**src/inc/pesw_cfg.svh**
```systemverilog
// Register map, bit positions and reset values for the error status word block
`ifndef PESW_CFG_SVH
`define PESW_CFG_SVH

// ----------------------------------------------------------------------------
// Register byte offsets
// ----------------------------------------------------------------------------
`define PESW_OFF_STATUS    12'h000
`define PESW_OFF_MASK      12'h004
`define PESW_OFF_IRQ_STAT  12'h008
`define PESW_OFF_IRQ_MASK  12'h00C
`define PESW_OFF_CLEAR     12'h010

// ----------------------------------------------------------------------------
// Status word bit numbers, bit 0 is the leftmost position
// ----------------------------------------------------------------------------
`define PESW_B_SPEC        0
`define PESW_B_INV_ADDR    1
`define PESW_B_PRIV        2
`define PESW_B_PROT        3
`define PESW_B_INV_FUNC    4
`define PESW_B_FLOAT       5
`define PESW_B_STACK       6
`define PESW_B_EXT_ADDR    7
`define PESW_B_PARITY      8
`define PESW_B_UNUSED      9
`define PESW_B_PROC_CTL    10
`define PESW_B_IO_CHECK    11
`define PESW_B_SEQ         12
`define PESW_B_AUTO_IPL    13
`define PESW_B_XLATE       14
`define PESW_B_POWER       15

// ----------------------------------------------------------------------------
// Groups in register order (register bit = 15 - status bit)
// ----------------------------------------------------------------------------
`define PESW_PROG_GROUP    16'hFE00
`define PESW_HW_GROUP      16'h00B0
`define PESW_STAT_GROUP    16'h010F
`define PESW_UNUSED_MASK   16'h0040

// Register position of a status bit number
`define PESW_AT(b)         (15 - (b))

// ----------------------------------------------------------------------------
// Reset values
// ----------------------------------------------------------------------------
`define PESW_RST_WORD      16'h0000
`define PESW_RST_MASK      3'h0

// Interrupt status bit positions
`define PESW_IRQ_PROG      0
`define PESW_IRQ_MCHK      1
`define PESW_IRQ_POWER     2

`endif

```
**src/inc/pesw_pkg.sv**
```systemverilog
// Types shared by the error status word block
`default_nettype none
package pesw_pkg;
  typedef enum logic [1:0] {
    PESW_RD_IDLE = 2'b00,
    PESW_RD_RESP = 2'b01
  } pesw_rd_state_t;

  typedef enum logic [1:0] {
    PESW_WR_IDLE = 2'b00,
    PESW_WR_RESP = 2'b01
  } pesw_wr_state_t;

  typedef logic [15:0] pesw_word_t;
endpackage
`default_nettype wire

```
**src/rtl/pesw_bit_map.sv**
```systemverilog
// Maps status bit numbers to register positions, bit 0 is the most significant
`timescale 1ns/1ps
`default_nettype none
`include "pesw_cfg.svh"

module pesw_bit_map (
  input  wire logic [15:0] events,
  output logic      [15:0] word
);
  // ----------------------------------------------------------------------------
  // Reverse bit order
  // ----------------------------------------------------------------------------
  always_comb
  begin
    for (int i = 0; i < 16; i++)
    begin
      word[15 - i] = events[i];
    end
  end
endmodule // pesw_bit_map
`default_nettype wire

```
**src/rtl/pesw_word_reg.sv**
```systemverilog
// Sticky capture register for the error status word
`timescale 1ns/1ps
`default_nettype none
`include "pesw_cfg.svh"

module pesw_word_reg (
  input  wire logic        aclk,
  input  wire logic        aresetn,
  input  wire logic [15:0] set_bits,
  input  wire logic [15:0] level_bits,
  input  wire logic [15:0] clr_bits,
  output logic      [15:0] word
);
  // ----------------------------------------------------------------------------
  // Sticky faults, level status; set wins over clear
  // ----------------------------------------------------------------------------
  always_ff @(posedge aclk)
  begin
    if (!aresetn)
      word <= `PESW_RST_WORD;
    else
      word <= (((word & ~clr_bits) | set_bits) & (`PESW_PROG_GROUP | `PESW_HW_GROUP))
            | (level_bits & `PESW_STAT_GROUP);
  end
endmodule // pesw_word_reg
`default_nettype wire

```
**src/rtl/pesw_top.sv**
```systemverilog
// Processor error status word with AXI4-Lite access and interrupt outputs
// Function
// - Bit 0: misalignment or odd address
// - Bit 1: address beyond partition or none
// - Bit 2: privileged instruction in problem state
// - Bit 3: access to protected storage
// - Bit 4: illegal opcode or absent feature
// - Bit 5: floating-point under/overflow, divide check
// - Bit 6: stack empty pop, full push, overflow
// - Bits 0-6 form the program fault group
// - Bits 8, 10, 11 form hardware faults
// - Hardware faults raise machine check interrupt
// - Bits 7, 12-15 are level status only, but a rise of bit 15 (power warning) raises the power interrupt
// - Bit 0 is the most significant bit
`timescale 1ns/1ps
`default_nettype none
`include "pesw_cfg.svh"

module pesw_top (
  input  wire logic        aclk,
  input  wire logic        aresetn,
  // Program fault events
  input  wire logic        align_fault,
  input  wire logic        odd_addr_fault,
  input  wire logic        beyond_partition,
  input  wire logic        no_partition,
  input  wire logic        priv_instr,
  input  wire logic        problem_state,
  input  wire logic        protect_fault,
  input  wire logic        illegal_opcode,
  input  wire logic        absent_feature,
  input  wire logic        fp_underflow,
  input  wire logic        fp_overflow,
  input  wire logic        fp_divide_check,
  input  wire logic        stack_pop_empty,
  input  wire logic        stack_push_full,
  input  wire logic        store_multiple_instr_ovf,
  // Hardware fault events
  input  wire logic        storage_parity,
  input  wire logic        proc_control_fault,
  input  wire logic        io_check,
  // Status levels
  input  wire logic        ext_addr_mode,
  input  wire logic        io_seq_ind,
  input  wire logic        auto_ipl,
  input  wire logic        xlate_enabled,
  input  wire logic        power_warning,
  // AXI4-Lite slave
  input  wire logic [11:0] s_axi_awaddr,
  input  wire logic        s_axi_awvalid,
  output logic             s_axi_awready,
  input  wire logic [31:0] s_axi_wdata,
  input  wire logic [3:0]  s_axi_wstrb,
  input  wire logic        s_axi_wvalid,
  output logic             s_axi_wready,
  output logic      [1:0]  s_axi_bresp,
  output logic             s_axi_bvalid,
  input  wire logic        s_axi_bready,
  input  wire logic [11:0] s_axi_araddr,
  input  wire logic        s_axi_arvalid,
  output logic             s_axi_arready,
  output logic      [31:0] s_axi_rdata,
  output logic      [1:0]  s_axi_rresp,
  output logic             s_axi_rvalid,
  input  wire logic        s_axi_rready,
  // Interrupts
  output logic             program_check_irq,
  output logic             machine_check_irq,
  output logic             irq
);
  // ----------------------------------------------------------------------------
  // Event gathering in status bit numbering
  // ----------------------------------------------------------------------------
  logic [15:0] ev_num;
  logic [15:0] lv_num;
  logic [15:0] ev_word;
  logic [15:0] lv_word;
  logic [15:0] status_word;
  logic [15:0] clr_word;
  logic [15:0] next_clr;

  always_comb
  begin
    ev_num = '0;
    lv_num = '0;
    ev_num[`PESW_B_SPEC]     = align_fault | odd_addr_fault;
    ev_num[`PESW_B_INV_ADDR] = beyond_partition | no_partition;
    ev_num[`PESW_B_PRIV]     = priv_instr & problem_state;
    ev_num[`PESW_B_PROT]     = protect_fault;
    ev_num[`PESW_B_INV_FUNC] = illegal_opcode | absent_feature;
    ev_num[`PESW_B_FLOAT]    = fp_underflow | fp_overflow | fp_divide_check;
    ev_num[`PESW_B_STACK]    = stack_pop_empty | stack_push_full
                             | store_multiple_instr_ovf;
    ev_num[`PESW_B_PARITY]   = storage_parity;
    ev_num[`PESW_B_PROC_CTL] = proc_control_fault;
    ev_num[`PESW_B_IO_CHECK] = io_check;
    lv_num[`PESW_B_EXT_ADDR] = ext_addr_mode;
    lv_num[`PESW_B_SEQ]      = io_seq_ind;
    lv_num[`PESW_B_AUTO_IPL] = auto_ipl;
    lv_num[`PESW_B_XLATE]    = xlate_enabled;
    lv_num[`PESW_B_POWER]    = power_warning;
  end

  pesw_bit_map u_map_ev (
    .events (ev_num),
    .word   (ev_word)
  );

  pesw_bit_map u_map_lv (
    .events (lv_num),
    .word   (lv_word)
  );

  pesw_word_reg u_word (
    .aclk       (aclk),
    .aresetn    (aresetn),
    .set_bits   (ev_word),
    .level_bits (lv_word),
    .clr_bits   (clr_word),
    .word       (status_word)
  );

  // ----------------------------------------------------------------------------
  // Fault group summaries
  // ----------------------------------------------------------------------------
  function automatic logic any_in(input logic [15:0] w, input logic [15:0] grp);
    any_in = |(w & grp);
  endfunction

  logic prog_new;
  logic hw_new;
  logic pwr_rise;
  logic pwr_q;
  assign prog_new = any_in(ev_word, `PESW_PROG_GROUP);
  assign hw_new   = any_in(ev_word, `PESW_HW_GROUP);

  always_ff @(posedge aclk)
  begin
    if (!aresetn)
      pwr_q <= 1'b0;
    else
      pwr_q <= power_warning;
  end
  assign pwr_rise = power_warning & ~pwr_q;

  // ----------------------------------------------------------------------------
  // Registers
  // ----------------------------------------------------------------------------
  logic [2:0]  irq_stat;
  logic [2:0]  irq_mask;
  logic        irq_stat_rd;
  logic        mask_wr;
  logic        clr_wr;
  logic [11:0] aw_addr;
  logic [31:0] w_data;
  logic [3:0]  w_strb;
  logic        aw_have;
  logic        w_have;
  pesw_pkg::pesw_wr_state_t wr_state;
  pesw_pkg::pesw_rd_state_t rd_state;

  always_ff @(posedge aclk)
  begin
    if (!aresetn)
      irq_stat <= `PESW_RST_MASK;
    else
      irq_stat <= (irq_stat & ~{3{irq_stat_rd}})
                | {pwr_rise, hw_new, prog_new};
  end

  always_ff @(posedge aclk)
  begin
    if (!aresetn)
      irq_mask <= `PESW_RST_MASK;
    else if (mask_wr && w_strb[0])
      irq_mask <= w_data[2:0];
  end

  // Write of ones to the clear register drops sticky fault bits
  always_comb
  begin
    next_clr = '0;
    if (clr_wr)
    begin
      if (w_strb[0])
        next_clr[7:0] = w_data[7:0];
      if (w_strb[1])
        next_clr[15:8] = w_data[15:8];
    end
  end
  assign clr_word = next_clr & ~`PESW_UNUSED_MASK;

  // ----------------------------------------------------------------------------
  // Interrupt outputs
  // ----------------------------------------------------------------------------
  always_ff @(posedge aclk)
  begin
    if (!aresetn)
    begin
      program_check_irq <= 1'b0;
      machine_check_irq <= 1'b0;
      irq               <= 1'b0;
    end
    else
    begin
      program_check_irq <= any_in(status_word, `PESW_PROG_GROUP);
      machine_check_irq <= any_in(status_word, `PESW_HW_GROUP);
      irq               <= |(irq_stat & irq_mask);
    end
  end

  // ----------------------------------------------------------------------------
  // AXI4-Lite write channel
  // ----------------------------------------------------------------------------
  logic wr_go;
  assign wr_go   = (wr_state == pesw_pkg::PESW_WR_IDLE) && aw_have && w_have;
  assign mask_wr = wr_go && (aw_addr == `PESW_OFF_IRQ_MASK);
  assign clr_wr  = wr_go && (aw_addr == `PESW_OFF_CLEAR);

  always_ff @(posedge aclk)
  begin
    if (!aresetn)
    begin
      aw_have       <= 1'b0;
      w_have        <= 1'b0;
      aw_addr       <= '0;
      w_data        <= '0;
      w_strb        <= '0;
      s_axi_awready <= 1'b0;
      s_axi_wready  <= 1'b0;
      s_axi_bvalid  <= 1'b0;
      s_axi_bresp   <= 2'b00;
      wr_state      <= pesw_pkg::PESW_WR_IDLE;
    end
    else
    begin
      s_axi_awready <= 1'b0;
      s_axi_wready  <= 1'b0;
      if (s_axi_awvalid && s_axi_awready)
      begin
        aw_have <= 1'b1;
        aw_addr <= {s_axi_awaddr[11:2], 2'b00};
      end
      else if (!aw_have && s_axi_awvalid && wr_state == pesw_pkg::PESW_WR_IDLE)
        s_axi_awready <= 1'b1;
      if (s_axi_wvalid && s_axi_wready)
      begin
        w_have <= 1'b1;
        w_data <= s_axi_wdata;
        w_strb <= s_axi_wstrb;
      end
      else if (!w_have && s_axi_wvalid && wr_state == pesw_pkg::PESW_WR_IDLE)
        s_axi_wready <= 1'b1;
      unique case (wr_state)
        pesw_pkg::PESW_WR_IDLE:
        begin
          if (wr_go)
          begin
            aw_have      <= 1'b0;
            w_have       <= 1'b0;
            s_axi_bvalid <= 1'b1;
            s_axi_bresp  <= (mask_wr || clr_wr) ? 2'b00 : 2'b10;
            wr_state     <= pesw_pkg::PESW_WR_RESP;
          end
        end
        pesw_pkg::PESW_WR_RESP:
        begin
          if (s_axi_bready)
          begin
            s_axi_bvalid <= 1'b0;
            wr_state     <= pesw_pkg::PESW_WR_IDLE;
          end
        end
        default: wr_state <= pesw_pkg::PESW_WR_IDLE;
      endcase
    end
  end

  // ----------------------------------------------------------------------------
  // AXI4-Lite read channel
  // ----------------------------------------------------------------------------
  logic [11:0] rd_addr;
  assign rd_addr     = {s_axi_araddr[11:2], 2'b00};
  assign irq_stat_rd = s_axi_arvalid && s_axi_arready && (rd_addr == `PESW_OFF_IRQ_STAT);

  always_ff @(posedge aclk)
  begin
    if (!aresetn)
    begin
      s_axi_arready <= 1'b0;
      s_axi_rvalid  <= 1'b0;
      s_axi_rdata   <= '0;
      s_axi_rresp   <= 2'b00;
      rd_state      <= pesw_pkg::PESW_RD_IDLE;
    end
    else
    begin
      s_axi_arready <= 1'b0;
      unique case (rd_state)
        pesw_pkg::PESW_RD_IDLE:
        begin
          if (s_axi_arvalid && s_axi_arready)
          begin
            s_axi_rvalid <= 1'b1;
            s_axi_rresp  <= 2'b00;
            unique case (rd_addr)
              `PESW_OFF_STATUS:   s_axi_rdata <= {16'h0000, status_word};
              `PESW_OFF_MASK:     s_axi_rdata <= {16'h0000, `PESW_PROG_GROUP};
              `PESW_OFF_IRQ_STAT: s_axi_rdata <= {29'h000_0000, irq_stat};
              `PESW_OFF_IRQ_MASK: s_axi_rdata <= {29'h000_0000, irq_mask};
              default:
              begin
                s_axi_rdata <= 32'h0000_0000;
                s_axi_rresp <= 2'b10;
              end
            endcase
            rd_state <= pesw_pkg::PESW_RD_RESP;
          end
          else if (s_axi_arvalid)
            s_axi_arready <= 1'b1;
        end
        pesw_pkg::PESW_RD_RESP:
        begin
          if (s_axi_rready)
          begin
            s_axi_rvalid <= 1'b0;
            rd_state     <= pesw_pkg::PESW_RD_IDLE;
          end
        end
        default: rd_state <= pesw_pkg::PESW_RD_IDLE;
      endcase
    end
  end

  // ----------------------------------------------------------------------------
  // Assertions
  // ----------------------------------------------------------------------------
  a_spec_bit_set: assert property (@(posedge aclk) disable iff (!aresetn)
    odd_addr_fault |=> status_word[`PESW_AT(`PESW_B_SPEC)]) else $error("spec bit not set");
  a_inv_addr_set: assert property (@(posedge aclk) disable iff (!aresetn)
    no_partition |=> status_word[`PESW_AT(`PESW_B_INV_ADDR)]) else $error("addr bit not set");
  a_priv_gate: assert property (@(posedge aclk) disable iff (!aresetn)
    (priv_instr && !problem_state && !status_word[`PESW_AT(`PESW_B_PRIV)] && !clr_wr)
    |=> !status_word[`PESW_AT(`PESW_B_PRIV)]) else $error("privilege set in supervisor state");
  a_protect_set: assert property (@(posedge aclk) disable iff (!aresetn)
    protect_fault |=> status_word[`PESW_AT(`PESW_B_PROT)]) else $error("protect bit not set");
  a_func_set: assert property (@(posedge aclk) disable iff (!aresetn)
    absent_feature |=> status_word[`PESW_AT(`PESW_B_INV_FUNC)]) else $error("func bit not set");
  a_float_set: assert property (@(posedge aclk) disable iff (!aresetn)
    fp_divide_check |=> status_word[`PESW_AT(`PESW_B_FLOAT)]) else $error("float bit not set");
  a_stack_set: assert property (@(posedge aclk) disable iff (!aresetn)
    store_multiple_instr_ovf |=> status_word[`PESW_AT(`PESW_B_STACK)])
    else $error("stack bit not set");
  a_mchk_irq: assert property (@(posedge aclk) disable iff (!aresetn)
    io_check |=> ##1 machine_check_irq) else $error("machine check missing");
  a_unused_zero: assert property (@(posedge aclk) disable iff (!aresetn)
    !status_word[`PESW_AT(`PESW_B_UNUSED)]) else $error("unused bit set");
  a_status_level: assert property (@(posedge aclk) disable iff (!aresetn)
    $fell(auto_ipl) |=> !status_word[`PESW_AT(`PESW_B_AUTO_IPL)]) else $error("status sticky");
endmodule // pesw_top
`default_nettype wire

```
**config.mk**
```make
export PLATFORM = sky130hd
export DESIGN_NAME = pesw_top
export DESIGN_NICKNAME = d
export VERILOG_FILES = /design/src/inc/pesw_pkg.sv /design/src/rtl/pesw_bit_map.sv /design/src/rtl/pesw_word_reg.sv /design/src/rtl/pesw_top.sv
export VERILOG_INCLUDE_DIRS = /design/src /design/src/inc
export SDC_FILE = /design/constraint.sdc
export NUM_CORES = 1
export LEC_CHECK = 0
export BUFFER_PORTS_ARGS = -buffer_cell sky130_fd_sc_hd__buf_2
export CAP_MARGIN = 15
export CORE_MARGIN = 2
export CORE_UTILIZATION = 50
export CTS_CLUSTER_DIAMETER = 200
export CTS_CLUSTER_SIZE = 8
export DETAILED_ROUTE_END_ITERATION = 7
export PLACE_DENSITY = 0.9
export REMOVE_ABC_BUFFERS = 1
export SYNTH_ARGS = -nofsm -noshare
export SYNTH_HDL_FRONTEND = slang
export SYNTH_SLANG_ARGS = --single-unit
```
**constraint.sdc**
```tcl
create_clock -name aclk -period 2.59 [get_ports aclk]
set_input_delay 0.518 -clock aclk [delete_from_list [all_inputs] [get_ports aclk]]
set_output_delay 0.518 -clock aclk [all_outputs]
set_load 0.01 [all_outputs]
```
==> results of run 1 <==
[kinds of logic after synthesis]
logic type | synth area share
muxes | 0.02175
buffers and inverters | 0.07548
and+or+nand+nor | 0.2226
other | 0.001278
DFF | 0.4981
AOI/OAI and AO/OA | 0.1808
[final timing paths]
path | startpoint | to | cells past startpoint
max | aw_addr[8] | u_word.word[13] | 4
min | auto_ipl | u_word.word[2] | 2
min reg2reg | w_data[5] | u_word.word[5] | 1
max reg2reg | aw_addr[8] | u_word.word[13] | 4
[stage by stage]
step,cell area [um^2],setup WS [ns],power [mW]
finish,3507,0.7237,2.090
global route,3507,0.6353,2.191
CTS,3507,0.7411,2.112
detailed placement,3357,0.4572,1.394
global placement,3357,0.5709,1.387
floorplan,2806,0.9382,1.296
[power by group through the flow]
stage | clock network, mW | logic [mW] | registers (mW)
4_1_cts | 0.742 | 0.183 | 1.19
6_report | 0.720 | 0.183 | 1.19
2_1_floorplan | 0 | 0.0879 | 1.21
3_5_place_dp | 0 | 0.182 | 1.21
5_1_grt | 0.794 | 0.206 | 1.19
3_3_place_gp | 0 | 0.176 | 1.21
[area by class of cell]
cell class / count / area, um^2 / area share
repair buffers: 91 / 460.4 / 0.1313
multi-input cells: 231 / 1319 / 0.3760
clock buffers: 12 / 145.1 / 0.04138
inverters: 7 / 26.28 / 0.007492
flip-flops and latches: 73 / 1461 / 0.4167
well taps: 72 / 90.09 / 0.02569
clock inverters: 1 / 5.005 / 0.001427
[placed cells by master (no fill, tap or decap), types with 2 or more instances in the layout]
master / n
buf_2: 89
dfxtp_1: 73
nand2_1: 63
a21boi_0: 28
o21ai_0: 19
conb_1: 19
and2_1: 14
nor2_1: 14
a31oi_1: 10
clkbuf_8: 10
nor2b_1: 9
inv_1: 7
a22o_1: 5
nor4_1: 4
nand3_1: 4
nand2b_1: 3
mux2i_1: 3
a2111oi_0: 3
nor3_1: 3
o31ai_1: 3
mux2_2: 3
a22oi_1: 3
nor4b_1: 2
or3_1: 2
nand3b_1: 2
clkbuf_1: 2
buf_4: 2
[sequential cells by signal, summed over array words and instances (netlist names)]
register	flops
aw_addr	10
aw_have	1
irq	1
irq_mask	3
irq_stat	3
machine_check_irq	1
program_check_irq	1
s_axi_arready	1
s_axi_awready	1
s_axi_bresp	1
s_axi_bvalid	1
s_axi_rdata	15
s_axi_rresp	1
s_axi_rvalid	1
s_axi_wready	1
u_word.word	15
w_data	13
w_have	1
w_strb	2
[per-layer routing]
| layer | routed length [um] | up-vias | track usage |
|---|---|---|---|
| met4 | 105 | 0 | 0.07966 |
| met3 | 481 | 11 | 0.07416 |
| met5 | 0 | - | 0 |
| li1 | - | 1262 | - |
| met1 | 2671 | 1101 | 0.2315 |
| met2 | 2886 | 98 | 0.3292 |
==> metrics, run 1 <==
outcome finished, final reports clean; initial antenna violation count 0; leakage 1.517 nW; MaxCap Viol Count 0; hold_ws 0.3910 ns; placed insts 474; CTS resizes 0; P_sw 0.4866 mW; antenna cell count 0; Setup TNS 0 ns; Vias 2472; RSZ-0062 raised after global routing no; DR iter-0 viols 90; Worst Setup Path Type flop to flop; most frequent cells after synthesis 73 x dfxtp_1, 63 x nand2_1, 28 x a21boi_0; EDFF count, synth 0; Clock Power Share 0.345; cts hold-fix bufs 0; Clock Path Buffers 2; Synth top area share 0.4981; total gr overflow 0; clk root buf clkbuf_8; Pwr Density 595.9 nW/um^2; Seq/Total Area, Yosys 0.4981; most common cell in the netlist dfxtp_1; Port Buffers 89; Worst EP required 2.80 ns; #FFs+latches synth 73; Post CTS Setup Buffer Count 0; largest net degree at the start of global routing 46; Main synth FF type dfxtp_1; Synth area leaders dfxtp_1 50%, nand2_1 8.1%, a21boi_0 7.2%; Netlist cell types 40; vias in the first global route 2227; Max Clk Rate 535.8 MHz; CP cell instances or4_4 > nor4_1 > and2_1 > a31oi_1; CP delay by family, top simple AND/OR/NAND/NOR gates; Warnings, synthesis 0; Worst-Skew Late Latency 0.33 ns; Die Wd 80.61 um; remaining antenna violation count after routing 0; layout cells sized above 1 0.2627; area grow syn2layout 19.53%; Comb pwr share 0.087; Slew Limit Fails 0; Die Ht 80.61 um; Crit. End Element flop; Mapped Area 2934 um^2; Sw Ratio 0.2328; Worst Clk Skew 0.005665 ns; Reg clk slew, reported paths 0.07 ns; critical path peak fanout 7; DRC 0; worst path bufs/invs 0; via/cell ratio 5.076; detailed-route wire length 6.145 mm; hpwl dp 4.668 mm; critical path arrival 2.07 ns; DIE AREA 6497 um^2; Worst path slowest cell or4_4; ys async rst share 0; final hold violation count 0; H-tree levels 3; CP startpoint kind flop; Post-Syn Instances 325; # rows 27; worst rel slew slack 0.6509; Final Cycle Share 0.7206; Final #Nets 503; RD Place Congestion 0.8562; Util after Layout 0.6292; P_int 1.603 mW; register share of total power 0.568; maximum VDD drop 376.9 uV; TritonCTS Buffers 9; Core Box Area 5574 um^2; CTS tree done; setup violators final 0; global-route usage over all layers 0.1987; Final Non-Filler Cells 487; TritonRoute pass-1 iters 4; Final min period 1.866 ns; post-synth top area cell dfxtp_1; first-pass GRT wire length 9.784 mm; Initial Util 0.5264; pin slew with the least headroom to its limit 0.5188 ns; Fillers 492; R2R Setup Slk 0.72 ns; io pins 134; max incr delay on CP 0.56 ns; Avg Cell Area, Syn 9.028 um^2; routed wire length per instance 12.62 um; Sink Count 73; hold crit path type input port to flop
No activity file was read; power rests on OpenSTA's default activity.
==> run 2: changes to the inputs <==
CORE_UTILIZATION = 42   (was 50)
PLACE_DENSITY = 0.81   (was 0.9)
clock period = 1.59 ns   (was 2.59 ns; I/O delays follow)
==> run 2 against run 1 <==
Effect of this change:
- the flow now finishes with violations (negative setup slack)
- clock skew up 0.0062 ns
- count of clock-buffer cells in the layout unchanged
- register-to-register slack worse by 0.84 ns
- global-route usage fell by 2.5 points
==> metrics, run 2 (synthesized netlist as in run 1, its figures left out) <==
outcome finished with violations (was finished, final reports clean); failing checks negative setup slack; RR Startpoint aw_addr[11] (was aw_addr[8]); Core Box Area 6794 um^2 (was 5574 um^2); commonest non-fill, non-tap cell in the layout buf_2 (unchanged); Final min period 1.702 ns (was 1.866 ns); Clock Path Buffers 2 (unchanged); Port Buffers 89 (unchanged); clk root buf clkbuf_8 (unchanged); leakage 1.590 nW (was 1.517 nW); Worst Setup Path Type flop to flop (unchanged); layout cells sized above 1 0.2937 (was 0.2627); remaining antenna violation count after routing 0 (unchanged); Pwr Density 949.1 nW/um^2 (was 595.9 nW/um^2); H-tree levels 3 (unchanged); Initial Util 0.4319 (was 0.5264); maximum VDD drop 494.1 uV (was 376.9 uV); first-pass GRT wire length 10.37 mm (was 9.784 mm); total gr overflow 0 (unchanged); Final #Nets 515 (was 503); most frequent cells in the layout 89 x buf_2, 73 x dfxtp_1, 63 x nand2_1, 28 x a21boi_0 (unchanged); global-route usage over all layers 0.1733 (was 0.1987); Reg clk slew, reported paths 0.07 ns (about the same); worst setup margin -0.1119 ns (was 0.7237 ns); max incr delay on CP 0.57 ns (was 0.56 ns); R2R cell count 5 (was 4); Worst EP required 1.82 ns (was 2.80 ns); RD Place Congestion 0.7556 (was 0.8562); vias in the first global route 2307 (was 2227); io pins 134 (unchanged); via/cell ratio 4.722 (was 5.076); Final Cycle Share 1.070 (was 0.7206); Post CTS Setup Buffer Count 0 (unchanged); hold depth 2 (unchanged); DR iter-0 viols 90 (unchanged); Vias 2479 (was 2472); top flop regs s_axi_rdata x15, u_word.word x15, w_data x13 (unchanged); MaxCap Viol Count 0 (unchanged); area grow syn2layout 24.86% (was 19.53%); Setup crit start aw_addr[11] (was aw_addr[8]); CTS tree done (unchanged); Die Wd 87.58 um (was 80.61 um); DRC 0 (unchanged); Worst path slowest cell or4_4 (unchanged); final hold violation count 0 (unchanged); Placement Setup Slack -0.2070 ns (was 0.4572 ns); setup violators final 13 (was 0); Die Ht 87.58 um (was 80.61 um); routed wire length per instance 12.21 um (was 12.62 um); antenna cell count 0 (unchanged); TritonCTS Buffers 9 (unchanged); Max Clk Rate 587.6 MHz (was 535.8 MHz); Sink Count 73 (unchanged); R2R Path End irq_mask[0] (was u_word.word[13]); Slew Limit Fails 0 (unchanged); R2R Setup Slk -0.11 ns (was 0.72 ns); Worst-Skew Late Latency 0.34 ns (was 0.33 ns); hold crit path type input port to flop (unchanged); CP cell instances or4_4 > nor4_4 > buf_4 > mux2i_1 > nor2b_1 (was or4_4 > nor4_1 > and2_1 > a31oi_1); Util after Layout 0.5392 (was 0.6292); Power Total 3.477 mW (was 2.090 mW); critical path arrival 1.93 ns (was 2.07 ns); hpwl dp 4.957 mm (was 4.668 mm); # rows 30 (was 27); detailed-route wire length 6.411 mm (was 6.145 mm); CP startpoint kind flop (unchanged); CP delay by family, top simple AND/OR/NAND/NOR gates (unchanged); TritonRoute pass-1 iters 5 (was 4); capture point of the critical path irq_mask[0] (was u_word.word[13]); WP depth 5 (was 4); cts hold-fix bufs 0 (unchanged); critical path peak fanout 3 (was 7); DIE AREA 7670 um^2 (was 6497 um^2); min-delay src xlate_enabled (was auto_ipl); RSZ-0062 raised after global routing yes (was no); Crit. End Element flop (unchanged); initial antenna violation count 0 (unchanged); worst path bufs/invs 1 (was 0); largest net degree at the start of global routing 62 (was 46); hold_ws 0.1732 ns (was 0.3910 ns); Worst Clk Skew 0.01184 ns (was 0.005665 ns)
-- run 2: worst min path at each step --
stage	end	slack [ns]
after floorplan	u_word.word[10]	0.41
after global placement	u_word.word[9]	0.42
after detailed placement	u_word.word[12]	0.43
after CTS	u_word.word[1]	0.17
after global routing	u_word.word[8]	0.17
final	u_word.word[1]	0.17
-- run 2: stage by stage --
stage | TNS [ns] | area [um^2] | instances
CTS | -0.9600 | 3664 | 525
global placement | -1.714 | 3490 | 510
floorplan | -0.06937 | 2806 | 311
detailed placement | -2.363 | 3490 | 510
finish | -0.8406 | 3664 | 525
global route | -1.857 | 3664 | 525
-- run 2: per-layer routing --
| layer | track usage | wire, um | part of all wire | up-vias |
|---|---|---|---|---|
| met4 | 0.05874 | 79 | 0.012 | 0 |
| met3 | 0.05184 | 368 | 0.057 | 11 |
| met2 | 0.2886 | 3002 | 0.47 | 80 |
| li1 | - | - | - | 1282 |
| met5 | 0 | 0 | 0 | - |
| met1 | 0.2146 | 2960 | 0.46 | 1106 |
-- run 2: area by class of cell --
cell class	instances	area, um^2
fillers	659	3131
flip-flops and latches	73	1461
multi-input cells	231	1330
repair buffers	103	563.0
clock buffers	12	145.1
well taps	96	120.1
inverters	7	26.28
clock inverters	3	17.52
-- run 2: power by group --
group	switching, mW	internal [mW]	total (mW)
logic	0.165	0.151	0.315
registers	0.0422	1.89	1.93
clock network	0.632	0.596	1.23
total	0.839	2.64	3.48
-- run 2: what timing repair did --
item / 4_1_cts / 5_1_grt
resized for setup: 4 / 0
pin swaps: 2 / 0
setup endpoints to repair: 13 / 14
hold endpoints to repair: 0 / 0
